$ cat src/core/kwu_pkg.sv
// Register map and reset values for the port D/H key wakeup block
package kwu_pkg;

    // ------------------------------------------------------------
    // Bus geometry
    // ------------------------------------------------------------
    localparam int KWU_ADDR_W = 4;
    localparam int KWU_DATA_W = 8;

    // ------------------------------------------------------------
    // Register offsets
    // ------------------------------------------------------------
    localparam logic [3:0] KWU_PORT_D_PIN_DATA = 4'h0;
    localparam logic [3:0] KWU_PORT_D_DIRECTION = 4'h1;
    localparam logic [3:0] KWU_PORT_D_WAKE_ENABLE = 4'h2;
    localparam logic [3:0] KWU_PORT_D_WAKE_FLAGS = 4'h3;
    localparam logic [3:0] KWU_PORT_H_PIN_DATA = 4'h4;
    localparam logic [3:0] KWU_PORT_H_DIRECTION = 4'h5;
    localparam logic [3:0] KWU_PORT_H_WAKE_ENABLE = 4'h6;
    localparam logic [3:0] KWU_PORT_H_WAKE_FLAGS = 4'h7;
    localparam logic [3:0] KWU_WAKE_CONTROL = 4'h8;

    // ------------------------------------------------------------
    // Control register fields
    // ------------------------------------------------------------
    localparam int KWU_EXT_INT_EN_BIT = 0;
    localparam int KWU_EXT_BUS_MODE_BIT = 1;
    localparam logic [7:0] KWU_CONTROL_MASK = 8'h03;

    // ------------------------------------------------------------
    // Reset values
    // ------------------------------------------------------------
    localparam logic [7:0] KWU_DATA_RESET = 8'h00;
    localparam logic [7:0] KWU_DIR_RESET = 8'h00;
    localparam logic [7:0] KWU_ENABLE_RESET = 8'h00;
    localparam logic [7:0] KWU_FLAGS_RESET = 8'h00;
    localparam logic [7:0] KWU_CONTROL_RESET = 8'h00;
    localparam logic [7:0] KWU_PIN_HISTORY_RESET = 8'h00;
    localparam logic [7:0] KWU_READ_IDLE = 8'h00;

endpackage

$ cat src/core/kwu_ports.sv
// Key wakeup logic for general-purpose ports D and H
//
// Added by the designer: the strobed register port and the register offsets.
`timescale 1ns/10ps

module kwu_ports
    import kwu_pkg::*;
#(
    parameter int WIDTH = 8
) (
    input wire logic clock,
    input wire logic rst_n,
    input wire logic [KWU_ADDR_W-1:0] regAddr,
    input wire logic [KWU_DATA_W-1:0] regWdata,
    input wire logic regWrite,
    input wire logic regRead,
    output logic [KWU_DATA_W-1:0] regRdata,
    input wire logic [WIDTH-1:0] portDIn,
    output logic [WIDTH-1:0] portDOut,
    output logic [WIDTH-1:0] portDOe,
    input wire logic [WIDTH-1:0] portHIn,
    output logic [WIDTH-1:0] portHOut,
    output logic [WIDTH-1:0] portHOe,
    input wire logic wideExpandedMode,
    input wire logic specialNarrowMode,
    input wire logic stopMode,
    output logic portDIrq,
    output logic portHIrq,
    output logic wakeIrq,
    output logic stopWake
);

    // ------------------------------------------------------------
    // Register state
    // ------------------------------------------------------------
    logic [WIDTH-1:0] portDData;
    logic [WIDTH-1:0] portDDir;
    logic [WIDTH-1:0] portDEnable;
    logic [WIDTH-1:0] portDFlags;
    logic [WIDTH-1:0] portHData;
    logic [WIDTH-1:0] portHDir;
    logic [WIDTH-1:0] portHEnable;
    logic [WIDTH-1:0] portHFlags;
    logic extIntEnable;
    logic extBusMode;
    logic [WIDTH-1:0] portDLast;
    logic [WIDTH-1:0] portHLast;
    logic [WIDTH-1:0] portDFall;
    logic [WIDTH-1:0] portHFall;
    logic portDMapped;
    logic [KWU_DATA_W-1:0] next_regRdata;
    logic [WIDTH-1:0] next_portDFlags;
    logic [WIDTH-1:0] next_portHFlags;
    logic next_portDIrq;
    logic next_portHIrq;

    // ------------------------------------------------------------
    // Helpers
    // ------------------------------------------------------------
    // Write strobe for one register offset
    function automatic logic hit(
        input logic [KWU_ADDR_W-1:0] addr,
        input logic [KWU_ADDR_W-1:0] target,
        input logic strobe
    );
        hit = strobe && (addr == target);
    endfunction

    // Sticky flag update; a new edge beats a clear in the same cycle
    function automatic logic [WIDTH-1:0] flagUpdate(
        input logic [WIDTH-1:0] flags,
        input logic [WIDTH-1:0] edges,
        input logic clear,
        input logic [WIDTH-1:0] wdata
    );
        logic [WIDTH-1:0] kept;
        kept = clear ? (flags & ~wdata) : flags;
        flagUpdate = kept | edges;
    endfunction

    // Pin value as software sees it
    function automatic logic [WIDTH-1:0] pinView(
        input logic [WIDTH-1:0] dir,
        input logic [WIDTH-1:0] latch,
        input logic [WIDTH-1:0] pins
    );
        pinView = (dir & latch) | (~dir & pins);
    endfunction

    // ------------------------------------------------------------
    // Mode decode
    // ------------------------------------------------------------
    // Port D pins serve as the external data bus in these modes
    always_comb begin
        portDMapped = 1'b1;
        if (wideExpandedMode) begin
            portDMapped = 1'b0;
        end else if (specialNarrowMode && extBusMode) begin
            portDMapped = 1'b0;
        end
    end

    // ------------------------------------------------------------
    // Edge detection
    // ------------------------------------------------------------
    // Raw pins are sampled regardless of direction, so an output
    // driven low by software also raises its flag.
    // One history flop per pin; driven outputs feed back through the pad
    always_ff @(posedge clock) begin
        if (!rst_n) begin
            portDLast <= KWU_PIN_HISTORY_RESET;
        end else begin
            portDLast <= portDIn;
        end
    end

    always_ff @(posedge clock) begin
        if (!rst_n) begin
            portHLast <= KWU_PIN_HISTORY_RESET;
        end else begin
            portHLast <= portHIn;
        end
    end

    // History resets low so a pin held low at reset sets no flag
    assign portDFall = portDLast & ~portDIn;
    assign portHFall = portHLast & ~portHIn;

    // ------------------------------------------------------------
    // Port D registers
    // ------------------------------------------------------------
    always_ff @(posedge clock) begin
        if (!rst_n) begin
            portDData <= KWU_DATA_RESET;
        end else if (portDMapped &&
                     hit(regAddr, KWU_PORT_D_PIN_DATA, regWrite)) begin
            portDData <= regWdata[WIDTH-1:0];
        end
    end

    always_ff @(posedge clock) begin
        if (!rst_n) begin
            portDDir <= KWU_DIR_RESET;
        end else if (portDMapped &&
                     hit(regAddr, KWU_PORT_D_DIRECTION, regWrite)) begin
            portDDir <= regWdata[WIDTH-1:0];
        end
    end

    always_ff @(posedge clock) begin
        if (!rst_n) begin
            portDEnable <= KWU_ENABLE_RESET;
        end else if (portDMapped &&
                     hit(regAddr, KWU_PORT_D_WAKE_ENABLE, regWrite)) begin
            portDEnable <= regWdata[WIDTH-1:0];
        end
    end

    always_comb begin
        next_portDFlags = flagUpdate(
            portDFlags,
            portDFall,
            portDMapped && hit(regAddr, KWU_PORT_D_WAKE_FLAGS, regWrite),
            regWdata[WIDTH-1:0]
        );
    end

    always_ff @(posedge clock) begin
        if (!rst_n) begin
            portDFlags <= KWU_FLAGS_RESET;
        end else begin
            portDFlags <= next_portDFlags;
        end
    end

    // ------------------------------------------------------------
    // Port H registers
    // ------------------------------------------------------------
    always_ff @(posedge clock) begin
        if (!rst_n) begin
            portHData <= KWU_DATA_RESET;
        end else if (hit(regAddr, KWU_PORT_H_PIN_DATA, regWrite)) begin
            portHData <= regWdata[WIDTH-1:0];
        end
    end

    always_ff @(posedge clock) begin
        if (!rst_n) begin
            portHDir <= KWU_DIR_RESET;
        end else if (hit(regAddr, KWU_PORT_H_DIRECTION, regWrite)) begin
            portHDir <= regWdata[WIDTH-1:0];
        end
    end

    always_ff @(posedge clock) begin
        if (!rst_n) begin
            portHEnable <= KWU_ENABLE_RESET;
        end else if (hit(regAddr, KWU_PORT_H_WAKE_ENABLE, regWrite)) begin
            portHEnable <= regWdata[WIDTH-1:0];
        end
    end

    always_comb begin
        next_portHFlags = flagUpdate(
            portHFlags,
            portHFall,
            hit(regAddr, KWU_PORT_H_WAKE_FLAGS, regWrite),
            regWdata[WIDTH-1:0]
        );
    end

    always_ff @(posedge clock) begin
        if (!rst_n) begin
            portHFlags <= KWU_FLAGS_RESET;
        end else begin
            portHFlags <= next_portHFlags;
        end
    end

    // ------------------------------------------------------------
    // Wake control register
    // ------------------------------------------------------------
    // The bus mode bit only matters in special narrow mode
    always_ff @(posedge clock) begin
        if (!rst_n) begin
            extIntEnable <= KWU_CONTROL_RESET[KWU_EXT_INT_EN_BIT];
        end else if (hit(regAddr, KWU_WAKE_CONTROL, regWrite)) begin
            extIntEnable <= regWdata[KWU_EXT_INT_EN_BIT];
        end
    end

    always_ff @(posedge clock) begin
        if (!rst_n) begin
            extBusMode <= KWU_CONTROL_RESET[KWU_EXT_BUS_MODE_BIT];
        end else if (hit(regAddr, KWU_WAKE_CONTROL, regWrite)) begin
            extBusMode <= regWdata[KWU_EXT_BUS_MODE_BIT];
        end
    end

    // ------------------------------------------------------------
    // Pin drivers
    // ------------------------------------------------------------
    // While port D carries the external bus its GPIO drivers are off
    // Each pin driver is its own flop; outputs lag the registers a cycle
    always_ff @(posedge clock) begin
        if (!rst_n) begin
            portDOut <= KWU_DATA_RESET;
        end else begin
            portDOut <= portDData;
        end
    end

    // Unmapped port D floats its pins so the bus owner can drive them
    always_ff @(posedge clock) begin
        if (!rst_n) begin
            portDOe <= KWU_DIR_RESET;
        end else begin
            portDOe <= portDMapped ? portDDir : KWU_DIR_RESET;
        end
    end

    always_ff @(posedge clock) begin
        if (!rst_n) begin
            portHOut <= KWU_DATA_RESET;
        end else begin
            portHOut <= portHData;
        end
    end

    always_ff @(posedge clock) begin
        if (!rst_n) begin
            portHOe <= KWU_DIR_RESET;
        end else begin
            portHOe <= portHDir;
        end
    end

    // ------------------------------------------------------------
    // Interrupts
    // ------------------------------------------------------------
    always_comb begin
        next_portDIrq = extIntEnable && |(portDFlags & portDEnable);
        next_portHIrq = |(portHFlags & portHEnable);
    end

    // One line per port carries all eight pins
    // Registered for clean levels, at the cost of one cycle of latency
    always_ff @(posedge clock) begin
        if (!rst_n) begin
            portDIrq <= 1'h0;
        end else begin
            portDIrq <= next_portDIrq;
        end
    end

    always_ff @(posedge clock) begin
        if (!rst_n) begin
            portHIrq <= 1'h0;
        end else begin
            portHIrq <= next_portHIrq;
        end
    end

    always_ff @(posedge clock) begin
        if (!rst_n) begin
            wakeIrq <= 1'h0;
        end else begin
            wakeIrq <= next_portDIrq || next_portHIrq;
        end
    end

    // Stop-mode wake is combinational: with the clock stopped no flag
    // can set, so a low level on an enabled pin must reach the CPU
    // directly (on port D only while extIntEnable is set). Pins idle high; a level that is low on entry to stop
    // wakes at once, which software avoids by clearing that pin's enable bit first.
    always_comb begin
        stopWake = stopMode && (
            (extIntEnable && |(portDEnable & ~portDIn)) ||
            |(portHEnable & ~portHIn));
    end

    // ------------------------------------------------------------
    // Read path
    // ------------------------------------------------------------
    // Unmapped offsets and the hidden port D registers read as zero
    always_comb begin
        next_regRdata = KWU_READ_IDLE;
        if (!regRead) begin
            next_regRdata = KWU_READ_IDLE;
        end else if (regAddr == KWU_PORT_D_PIN_DATA && portDMapped) begin
            next_regRdata = pinView(portDDir, portDData, portDIn);
        end else if (regAddr == KWU_PORT_D_DIRECTION && portDMapped) begin
            next_regRdata = portDDir;
        end else if (regAddr == KWU_PORT_D_WAKE_ENABLE && portDMapped) begin
            next_regRdata = portDEnable;
        end else if (regAddr == KWU_PORT_D_WAKE_FLAGS && portDMapped) begin
            next_regRdata = portDFlags;
        end else if (regAddr == KWU_PORT_H_PIN_DATA) begin
            next_regRdata = pinView(portHDir, portHData, portHIn);
        end else if (regAddr == KWU_PORT_H_DIRECTION) begin
            next_regRdata = portHDir;
        end else if (regAddr == KWU_PORT_H_WAKE_ENABLE) begin
            next_regRdata = portHEnable;
        end else if (regAddr == KWU_PORT_H_WAKE_FLAGS) begin
            next_regRdata = portHFlags;
        end else if (regAddr == KWU_WAKE_CONTROL) begin
            next_regRdata = KWU_CONTROL_MASK & {6'h00, extBusMode,
                                                extIntEnable};
        end
    end

    // Data stand only in the cycle after the read strobe
    always_ff @(posedge clock) begin
        if (!rst_n) begin
            regRdata <= KWU_READ_IDLE;
        end else begin
            regRdata <= next_regRdata;
        end
    end

endmodule

$ cat config.mk
export PLATFORM = sky130hd
export DESIGN_NAME = kwu_ports
export DESIGN_NICKNAME = d
export VERILOG_FILES = /design/src/core/kwu_pkg.sv /design/src/core/kwu_ports.sv
export SDC_FILE = /design/constraint.sdc
export NUM_CORES = 1
export LEC_CHECK = 0
export BUFFER_PORTS_ARGS = -buffer_cell sky130_fd_sc_hd__buf_2
export CAP_MARGIN = 20
export CORE_UTILIZATION = 45
export DETAILED_ROUTE_END_ITERATION = 7
export PLACE_DENSITY = 0.69
export SYNTH_ARGS = -nofsm -noshare
export SYNTH_HDL_FRONTEND = slang
export SYNTH_SLANG_ARGS = --single-unit
export TNS_END_PERCENT = 5
$ cat constraint.sdc
create_clock -name clock -period 1.9 [get_ports clock]
set_input_delay 0.095 -clock clock [delete_from_list [all_inputs] [get_ports clock]]
set_output_delay 0.095 -clock clock [all_outputs]
set_load 0.01 [all_outputs]
Yosys cells after proc, flatten, opt, wreduce, memory -nomap -nowiden. Index checks and enable logic that the tools add are counted.

Equal/unequal tests: 8. Muxes and demuxes: 13. Bitwise operators: 21. Reductions and logical operators: 30.

Operator list (count): 8-bit AND (12); 8-bit two-way mux (10); 8-bit NOT (5); 8-bit bitwise OR (4); 8-bit OR reduction (4); 1-bit logical AND (21); 4-bit by 3-bit equality test with 1-bit output (second input constant) (4); 4-bit by 2-bit equality test with 1-bit output (second input constant) (2); 4-bit by 1-bit equality test with 1-bit output (second input constant) (1); 4-bit equality test (second input constant) (1); 4-bit logical NOT (1); 2-bit AND reduction (2); 1-bit logical OR (2); 1-bit two-way mux (2); 2-bit two-way mux (1).

Register bits after elaboration: 125. Word-level logic and storage cells: 92.

Depth between registers and ports, before layout. Gate-level depths: netlist (run 1).

Depth in word-level cells: 10. Depth in mapped cells: 6. Depth with buffers taken out: 4.

Worst setup path after synthesis (run 1). Ideal clock, no wire load.

Path kind: reg-to-reg. Start point: reg extBusMode. End point: reg portDEnable[0]. Setup time: 0.128 ns. Arrival time: 1.487 ns. Data required time: 1.772 ns. Slack: 0.285 ns. Cell stages (with the launch flop): 6. Path buffers: 1. Cells stage by stage: dfxtp_1 > a2111o_1 > buf_6 > nor3_4 > mux2i_1 > nor2_1.

Cells in the longest elaborated chain, start to end: 4.

RTL lines: start, declared (RTL line kwu_ports.sv:45) `logic extBusMode;`; start signal, assigned (RTL line kwu_ports.sv:234) `extBusMode <= KWU_CONTROL_RESET[KWU_EXT_BUS_MODE_BIT];`; start signal, assigned (RTL line kwu_ports.sv:236) `extBusMode <= regWdata[KWU_EXT_BUS_MODE_BIT];`; 1-bit logical AND (RTL line kwu_ports.sv:98) `end else if (specialNarrowMode && extBusMode) begin`; 1-bit two-way mux (RTL line kwu_ports.sv:98); 1-bit two-way mux (RTL line kwu_ports.sv:96) `if (wideExpandedMode) begin`; 1-bit logical AND (RTL line kwu_ports.sv:153) `end else if (portDMapped &&`; end signal, assigned (RTL line kwu_ports.sv:155) `portDEnable <= regWdata[WIDTH-1:0];`; end, declared (RTL line kwu_ports.sv:38) `logic [WIDTH-1:0] portDEnable;`.

Every way passes these cells. A chain may end at the register's enable or synchronous reset.

Worst setup path after layout (run 1).
Start point: reg portDEnable[2]. End point: out stopWake.

Cells in the longest elaborated chain, start to end: 5.

RTL lines: 8-bit AND (RTL line kwu_ports.sv:318) `(extIntEnable && |(portDEnable & ~portDIn)) ||`; 8-bit OR reduction (RTL line kwu_ports.sv:318); 1-bit logical AND (RTL line kwu_ports.sv:318); 1-bit logical OR (RTL line kwu_ports.sv:318); 1-bit logical AND (RTL line kwu_ports.sv:317) `stopWake = stopMode && (`; end, declared (RTL line kwu_ports.sv:30) `output logic stopWake`.

Every way passes these cells.

==> results of run 1 <==
==> how the worst min path moves through the flow <==
| stage | end | slack [ns] | depth (start not counted) |
|---|---|---|---|
| after floorplan | portDLast[0] | 0.22 | 1 |
| after global placement | portDLast[6] | 0.36 | 2 |
| after detailed placement | portDLast[6] | 0.37 | 2 |
| after CTS | regRdata[7] | 0.01 | 3 |
| after global routing | regRdata[7] | 0.05 | 3 |
| final | regRdata[7] | 0.04 | 3 |
==> power groups by stage <==
stage / Clock, W / Combinational (W) / Sequential [W]
finish: 0.00317 / 0.000413 / 0.00271
global route: 0.00333 / 0.000449 / 0.00271
CTS: 0.00321 / 0.000408 / 0.00271
detailed placement: 0 / 0.000363 / 0.00276
global placement: 0 / 0.000358 / 0.00276
floorplan: 0 / 0.000211 / 0.00276
==> routing by layer <==
layer  track usage (%)  up-vias  wire length [um]
li1                  -     1984                 -
met3              5.65       34               929
met1              34.3     1947              6000
met5                 0        -                 0
met2              35.8      185              5780
met4              12.3        0               486
==> worst reg2reg max path: stages, from the launching register on <==
cell,delay (ns)
sky130_fd_sc_hd__dfxtp_1,0.36
sky130_fd_sc_hd__a2111o_1,0.53
sky130_fd_sc_hd__nor3_4,0.20
sky130_fd_sc_hd__buf_4,0.22
sky130_fd_sc_hd__mux2i_1,0.21
sky130_fd_sc_hd__nor2_1,0.05
==> state kept, by name, indices dropped and copies added (netlist names), 8 cells and up <==
name	count
portHOe	8
portHLast	8
regRdata	8
portDData	8
portDEnable	8
portHFlags	8
portHDir	8
portDDir	8
portHEnable	8
portDOut	8
portDOe	8
portDFlags	8
portDLast	8
portHOut	8
portHData	8
==> per-stage QoR <==
| step | total power [W] | hold slack (ns) | util [%] | instance area, um2 | std cells |
|---|---|---|---|---|---|
| finish | 0.00629 | 0.0411 | 60.8 | 6390 | 765 |
| global route | 0.00649 | 0.0530 | 60.8 | 6390 | 765 |
| CTS | 0.00633 | 0.0106 | 60.7 | 6380 | 764 |
| detailed placement | 0.00313 | 0.367 | 52.5 | 5510 | 704 |
| global placement | 0.00312 | 0.362 | 52.5 | 5510 | 704 |
| floorplan | 0.00297 | 0.217 | - | 4960 | 503 |
==> cell families after synthesis <==
| kind of cell | after synthesis |
|---|---|
| flops | 125 |
| simple gates | 154 |
| compound gates | 111 |
| buf+inv | 46 |
| mux | 67 |
==> cell type report <==
class / instances / area (um2)
Inverter: 18 / 67.6
Multi-Input combinational cell: 332 / 2280
Sequential cell: 125 / 2500
Clock buffer: 20 / 435
Clock inverter: 12 / 145
Timing Repair Buffer: 122 / 791
Tap cell: 136 / 170
Fill cell: 882 / 4120
==> synth_stat cells (13+ instances only) <==
library cell and number:
sky130_fd_sc_hd__inv_1 18, sky130_fd_sc_hd__a21boi_0 16, sky130_fd_sc_hd__and2_1 35, sky130_fd_sc_hd__nor2_1 60, sky130_fd_sc_hd__clkbuf_1 13, sky130_fd_sc_hd__o21ai_0 17
sky130_fd_sc_hd__nor2b_1 18, sky130_fd_sc_hd__dfxtp_1 125, sky130_fd_sc_hd__mux2i_1 67, sky130_fd_sc_hd__o21a_1 18, sky130_fd_sc_hd__nand2_1 13
==> repair_timing <==
item / CTS / global route
setup endpoints to repair: 1 / 1
hold buffers: 28 / 0
hold endpoints to repair: 81 / 0
buffers inserted: 0 / 1
pin swaps: 0 / 2
gates resized for setup: 1 / 2
==> impl_results.rst, run 1 <==
.. list-table::
   :header-rows: 1

   * - Metric
     - Value
   * - Proportion of power drawn by combinational gates
     - 6.6%
   * - Depth of the CTS H-tree
     - 4
   * - Syn_nets
     - 538
   * - Most used cells in the layout excluding fill and tap cells
     - sky130_fd_sc_hd__dfxtp_1 (123), sky130_fd_sc_hd__buf_2 (78), sky130_fd_sc_hd__mux2i_1 (67)
   * - Slowest CP cell
     - sky130_fd_sc_hd__o41ai_2
   * - Area fraction of the dominant cell type after synthesis
     - 50.4%
   * - Share of final-layout standard cells stronger than drive strength 1
     - 21.0%
   * - Status
     - finished clean
   * - Grt total ovfl
     - 0
   * - Global placer's final weighted congestion
     - 0.904
   * - Number of synthesized register bits
     - 125
   * - Number of synthesis warnings
     - 0
   * - Final Cycle Share
     - 96.4%
   * - Starting utilization of the core area
     - 47.2%
   * - Origin of the critical flop-to-flop path
     - extBusMode
   * - Clock tree from TritonCTS
     - yes
   * - Worst path arrival time
     - 1.74 ns
   * - Max Transition Viols Final
     - 0
   * - Capturing point of the worst reg2reg path
     - portDEnable[5]
   * - Post-synthesis cell area
     - 4960 um2
   * - Ratio of routed vias to standard cells
     - 5.42
   * - Share of synthesized cell area in full adder, half adder and majority cells
     - 0%
   * - Required time worst endpoint
     - 1.80 ns
   * - Share of the yosys chip area belonging to registers
     - 50.4%
   * - Post-Route WL
     - 13.2 mm
   * - Number of nets in the finished design
     - 651
   * - Signed area change from the synthesized netlist to the final layout
     - 28.7%
   * - Internal portion of total power
     - 0.00487 W
   * - Area of the core
     - 10500 um2
   * - Primary FF master, synth
     - sky130_fd_sc_hd__dfxtp_1
   * - Pwr per Cell Area
     - 984 nW/um2
   * - Share of the synthesized area in compound gates (AO/OA/AOI/OAI)
     - 16.0%
   * - Setup slack after layout
     - 0.0690 ns
   * - Pin count of the biggest net entering global routing
     - 33
   * - Aggregate global-route resource usage
     - 24.7%
   * - Cells taking the most area after synthesis
     - sky130_fd_sc_hd__dfxtp_1 (50%), sky130_fd_sc_hd__mux2i_1 (14%), sky130_fd_sc_hd__nor2_1 (4.5%), sky130_fd_sc_hd__and2_1 (4.4%), sky130_fd_sc_hd__o21a_1 (2.7%)
   * - Post-synthesis average cell area
     - 9.87 um2
   * - Simple logic cell fraction of the synthesized area
     - 16.3%
   * - Sink count of the clock tree
     - 125
   * - Crit path max fanout
     - 4
   * - Register clock-pin slew on the reported worst setup and hold paths
     - 0.06 ns
   * - Transition time of the tightest slew-check pin
     - 0.638 ns
   * - Beginning of the worst hold path
     - regRead
   * - Cell depth of the worst flop-to-flop path
     - 5
   * - End point of the critical path
     - stopWake
   * - Cell type with the highest aggregate area in the netlist
     - sky130_fd_sc_hd__dfxtp_1
   * - Worst-Skew Late Latency
     - 0.53 ns
   * - Period minus WS final
     - 1.83 ns
   * - Routed vias
     - 4150
   * - Number of distinct library cells after synthesis
     - 42
   * - Fraction of synthesis flops using an asynchronous set or reset pin
     - 0%
   * - Portion of total power attributed to sequential cells
     - 43.1%
   * - Wire length of the first global-routing pass
     - 21.0 mm
   * - Number of setup violations in the final report
     - 0
   * - Most common cell after layout, fill and taps aside
     - sky130_fd_sc_hd__dfxtp_1
   * - Reg2reg setup slack
     - 0.21 ns
   * - DR WL/cell
     - 17.3 um
   * - Die width
     - 107 um
   * - HPWL after detailed placement
     - 8.95 mm
   * - Peak per-stage delay on the critical path
     - 0.44 ns
   * - Vias in the first global route
     - 3968
   * - Clock tree buffer depth
     - 2
   * - Worst setup skew after layout
     - 0.00958 ns
   * - Category of cells accounting for the largest share of critical-path delay
     - compound AO/OA/AOI/OAI gates
   * - Switching share of power
     - 22.6%
   * - ANT nets after route
     - 0
   * - Clock buffer count from CTS
     - 17
   * - Worst IR drop on VDD
     - 570 uV
   * - Final Hold Viols
     - 0
   * - Final TNS setup
     - 0 ns
   * - Die ar.
     - 11500 um2
   * - Unrepaired setup endpoints after global routing
     - no
   * - Detailed Route Iter0 Violations
     - 364
   * - # IOs
     - 79
   * - Drt pass-1 iters
     - 7
   * - FP Rows
     - 37
   * - Category of the worst setup path launch point
     - register
   * - Net Switching
     - 0.00142 W
   * - Count of input and output buffers
     - 78
   * - Levels on crit path
     - 5
   * - Headroom to the max-slew limit
     - 57.4%
   * - Critical Path Sink Type
     - output pin
   * - Crit Path Category
     - reg2out
   * - Post-route DRC
     - 0
   * - Max Clk Rate
     - 546 MHz
   * - Initial antenna violation count
     - 0
   * - Largest family of logic cells by synthesized area
     - simple AND/OR/NAND/NOR gates
   * - Number of diodes
     - 0
   * - CP bufs+invs
     - 2
   * - Post-synth EDFFs
     - 0
   * - Post-Place Setup Slack
     - 0.244 ns
   * - Root buffer cell
     - sky130_fd_sc_hd__clkbuf_8
   * - Die height
     - 107 um
   * - Class of the worst hold path
     - in2reg
   * - Leakage component of the power
     - 2.75 nW
   * - Cell-by-cell trace of the critical path
     - inv_1 -> o22ai_1 -> o41ai_2 -> a31oi_1 -> buf_2
   * - Multiplexer area fraction after synthesis
     - 13.5%
   * - Cell count after synthesis
     - 503
   * - Parity-gate share of the synthesized area counting xor and xnor cells
     - 0%
   * - Critical path origin
     - portDEnable[2]
   * - Relative contribution of the clock network to total power
     - 50.4%
   * - Max-capacitance violation count
     - 0
(Power assumes the default switching activity.)
==> run 2: changes to the inputs <==
--- a/config.mk
+++ b/config.mk
@@ -9,7 +9,7 @@
 export CAP_MARGIN = 20
 export CORE_UTILIZATION = 45
 export DETAILED_ROUTE_END_ITERATION = 7
-export PLACE_DENSITY = 0.69
+export PLACE_DENSITY = 0.71
 export SYNTH_ARGS = -nofsm -noshare
 export SYNTH_HDL_FRONTEND = slang
 export SYNTH_SLANG_ARGS = --single-unit
==> constraint.sdc (replaced) <==
create_clock -name clock -period 1.67 [get_ports clock]
set_input_delay 0.0835 -clock clock [delete_from_list [all_inputs] [get_ports clock]]
set_output_delay 0.0835 -clock clock [all_outputs]
set_load 0.01 [all_outputs]
==> run 2 against run 1 <==
  * The flow now finishes with violations (setup timing)
  * Sequential share of layout area is 1.2 points lower
  * Via count is 2.9% higher
  * Sequential power is 14% higher
==> impl_results.rst, run 2 (synthesis gave the netlist of run 1 again) <==
.. list-table::
   :header-rows: 1

   * - Metric
     - Value
   * - Status
     - complete, but fails checks
   * - Violated checks
     - setup timing
   * - Worst hold slack across all endpoints
     - 0.0342 ns
   * - Class of the worst hold path
     - in2reg
   * - Utilization after layout
     - 62.8%
   * - Depth of the CTS H-tree
     - 4
   * - Cell-by-cell trace of the critical path
     - inv_2 -> o22ai_4 -> o41ai_2 -> buf_4 -> a31oi_4 -> buf_2
   * - Wire length of the first global-routing pass
     - 21.5 mm
   * - Unrepaired setup endpoints after global routing
     - yes
   * - Clock buffer count from CTS
     - 17
   * - Aggregate global-route resource usage
     - 25.1%
   * - Area of the core
     - 10500 um2
   * - Die height
     - 107 um
   * - CP bufs+invs
     - 3
   * - # IOs
     - 79
   * - Ratio of routed vias to standard cells
     - 5.52
   * - Clock tree from TritonCTS
     - yes
   * - Post-Place Setup Slack
     - 0.0397 ns
   * - Global placer's final weighted congestion
     - 0.863
   * - Worst-Skew Late Latency
     - 0.51 ns
   * - Most used cells in the layout excluding fill and tap cells
     - sky130_fd_sc_hd__dfxtp_1 (118), sky130_fd_sc_hd__buf_2 (78), sky130_fd_sc_hd__mux2i_1 (67)
   * - Post-route DRC
     - 0
   * - Setup slack after layout
     - -0.108 ns
   * - Starting utilization of the core area
     - 47.2%
   * - Total chip power
     - 0.00744 W
   * - Routed vias
     - 4269
   * - Count of input and output buffers
     - 78
   * - Category of the worst setup path launch point
     - register
   * - HPWL after detailed placement
     - 9.04 mm
   * - Period minus WS final
     - 1.78 ns
   * - Share of final-layout standard cells stronger than drive strength 1
     - 24.6%
   * - Pwr per Cell Area
     - 1130 nW/um2
   * - Crit Path Category
     - reg2out
   * - Final Hold Viols
     - 0
   * - Number of nets in the finished design
     - 659
   * - Worst IR drop on VDD
     - 691 uV
   * - Leakage component of the power
     - 2.84 nW
   * - Final TNS setup
     - -0.108 ns
   * - Peak per-stage delay on the critical path
     - 0.33 ns
   * - Crit path max fanout
     - 2
   * - Post-Route WL
     - 13.8 mm
   * - Max-capacitance violation count
     - 0
   * - Critical Path Sink Type
     - output pin
   * - Grt total ovfl
     - 0
   * - DR WL/cell
     - 17.8 um
   * - Sink count of the clock tree
     - 125
   * - Most common cell after layout, fill and taps aside
     - sky130_fd_sc_hd__dfxtp_1
   * - Final Cycle Share
     - 106%
   * - Max Transition Viols Final
     - 0
   * - Required time worst endpoint
     - 1.59 ns
   * - Headroom to the max-slew limit
     - 58.8%
   * - Transition time of the tightest slew-check pin
     - 0.619 ns
   * - Drt pass-1 iters
     - 4
   * - Vias in the first global route
     - 4032
   * - Die ar.
     - 11500 um2
   * - Register clock-pin slew on the reported worst setup and hold paths
     - 0.06 ns
   * - Pin count of the biggest net entering global routing
     - 56
   * - Worst setup skew after layout
     - 0.00804 ns
   * - Number of diodes
     - 0
   * - ANT nets after route
     - 0
   * - Number of setup violations in the final report
     - 1
   * - Worst path arrival time
     - 1.69 ns
   * - Clock tree buffer depth
     - 2
   * - FP Rows
     - 37
   * - Signed area change from the synthesized netlist to the final layout
     - 33.0%
   * - Number of fillers in the final layout
     - 846
   * - Slowest CP cell
     - sky130_fd_sc_hd__dfxtp_2
   * - Detailed Route Iter0 Violations
     - 303
   * - Category of cells accounting for the largest share of critical-path delay
     - compound AO/OA/AOI/OAI gates
   * - Max Clk Rate
     - 563 MHz
   * - Root buffer cell
     - sky130_fd_sc_hd__clkbuf_8
   * - Die width
     - 107 um
   * - Initial antenna violation count
     - 0
==> run 2: cell types whose count changed in the layout (fill, tap and decap cells not counted), moves of 4 or more <==
cell                      change
sky130_fd_sc_hd__dfxtp_2      +5
sky130_fd_sc_hd__buf_4        +4
sky130_fd_sc_hd__inv_1        -4
sky130_fd_sc_hd__buf_12       +4
sky130_fd_sc_hd__inv_2        +4
sky130_fd_sc_hd__dfxtp_1      -5
==> run 2: final cells by class <==
class	instances	area, um2	area share (%)
inverter	18	67.6	1.02
sequential	125	2510	38.0
clock inverter	13	189	2.86
tap	136	170	2.58
timing repair buffer	130	902	13.7
multi-input combinational	332	2330	35.3
clock buffer	19	432	6.54
==> run 2: worst paths after layout <==
path	depth (start not counted)	endpoint	start	slack [ns]
hold reg to reg	1	portHOut[6]	portHData[6]	0.49
setup / recovery	6	stopWake	portDEnable[3]	-0.11
setup reg to reg	5	regRdata[3]	extBusMode	0.02
hold / removal	3	portHEnable[0]	regWdata[0]	0.03
==> run 2: power by group <==
| part | leakage [nW] | internal, W | switching [W] |
|---|---|---|---|
| logic | 1.52 | 0.000211 | 0.000285 |
| registers | 1.02 | 0.00305 | 0.0000368 |
| clock network | 0.299 | 0.00247 | 0.00139 |
==> run 2: what timing repair did <==
item | 4_1_cts | 5_1_grt
pin swaps | 3 | 7
endpoints found under the setup margin | 1 | 15
hold buffers | 27 | 0
endpoints found under the hold margin | 71 | 0
gates resized for setup | 10 | 12
setup buffers | 3 | 2
==> run 2: metrics by stage <==
step | cell area (um2) | instances
6_report | 6600 | 773
5_1_grt | 6600 | 773
4_1_cts | 6550 | 771
3_5_place_dp | 5600 | 709
3_3_place_gp | 5600 | 709
2_1_floorplan | 4960 | 503
==> run 2: routing by layer <==
metal	vias up	part of all wire [%]	wire length (um)	track usage [%]
met5	-	0	0	0
met4	0	4.1	563	12.6
met3	33	5.3	726	5.41
met2	166	44	6110	37.4
met1	2059	46	6350	34.2
li1	2011	-	-	-
==> run 2: worst reg2reg max path, stage by stage, from the launching register on <==
cell	delay [ns]
sky130_fd_sc_hd__dfxtp_2	0.35
sky130_fd_sc_hd__a2111o_1	0.46
sky130_fd_sc_hd__buf_6	0.17
sky130_fd_sc_hd__nor3_1	0.26
sky130_fd_sc_hd__buf_4	0.20
sky130_fd_sc_hd__a221oi_1	0.08
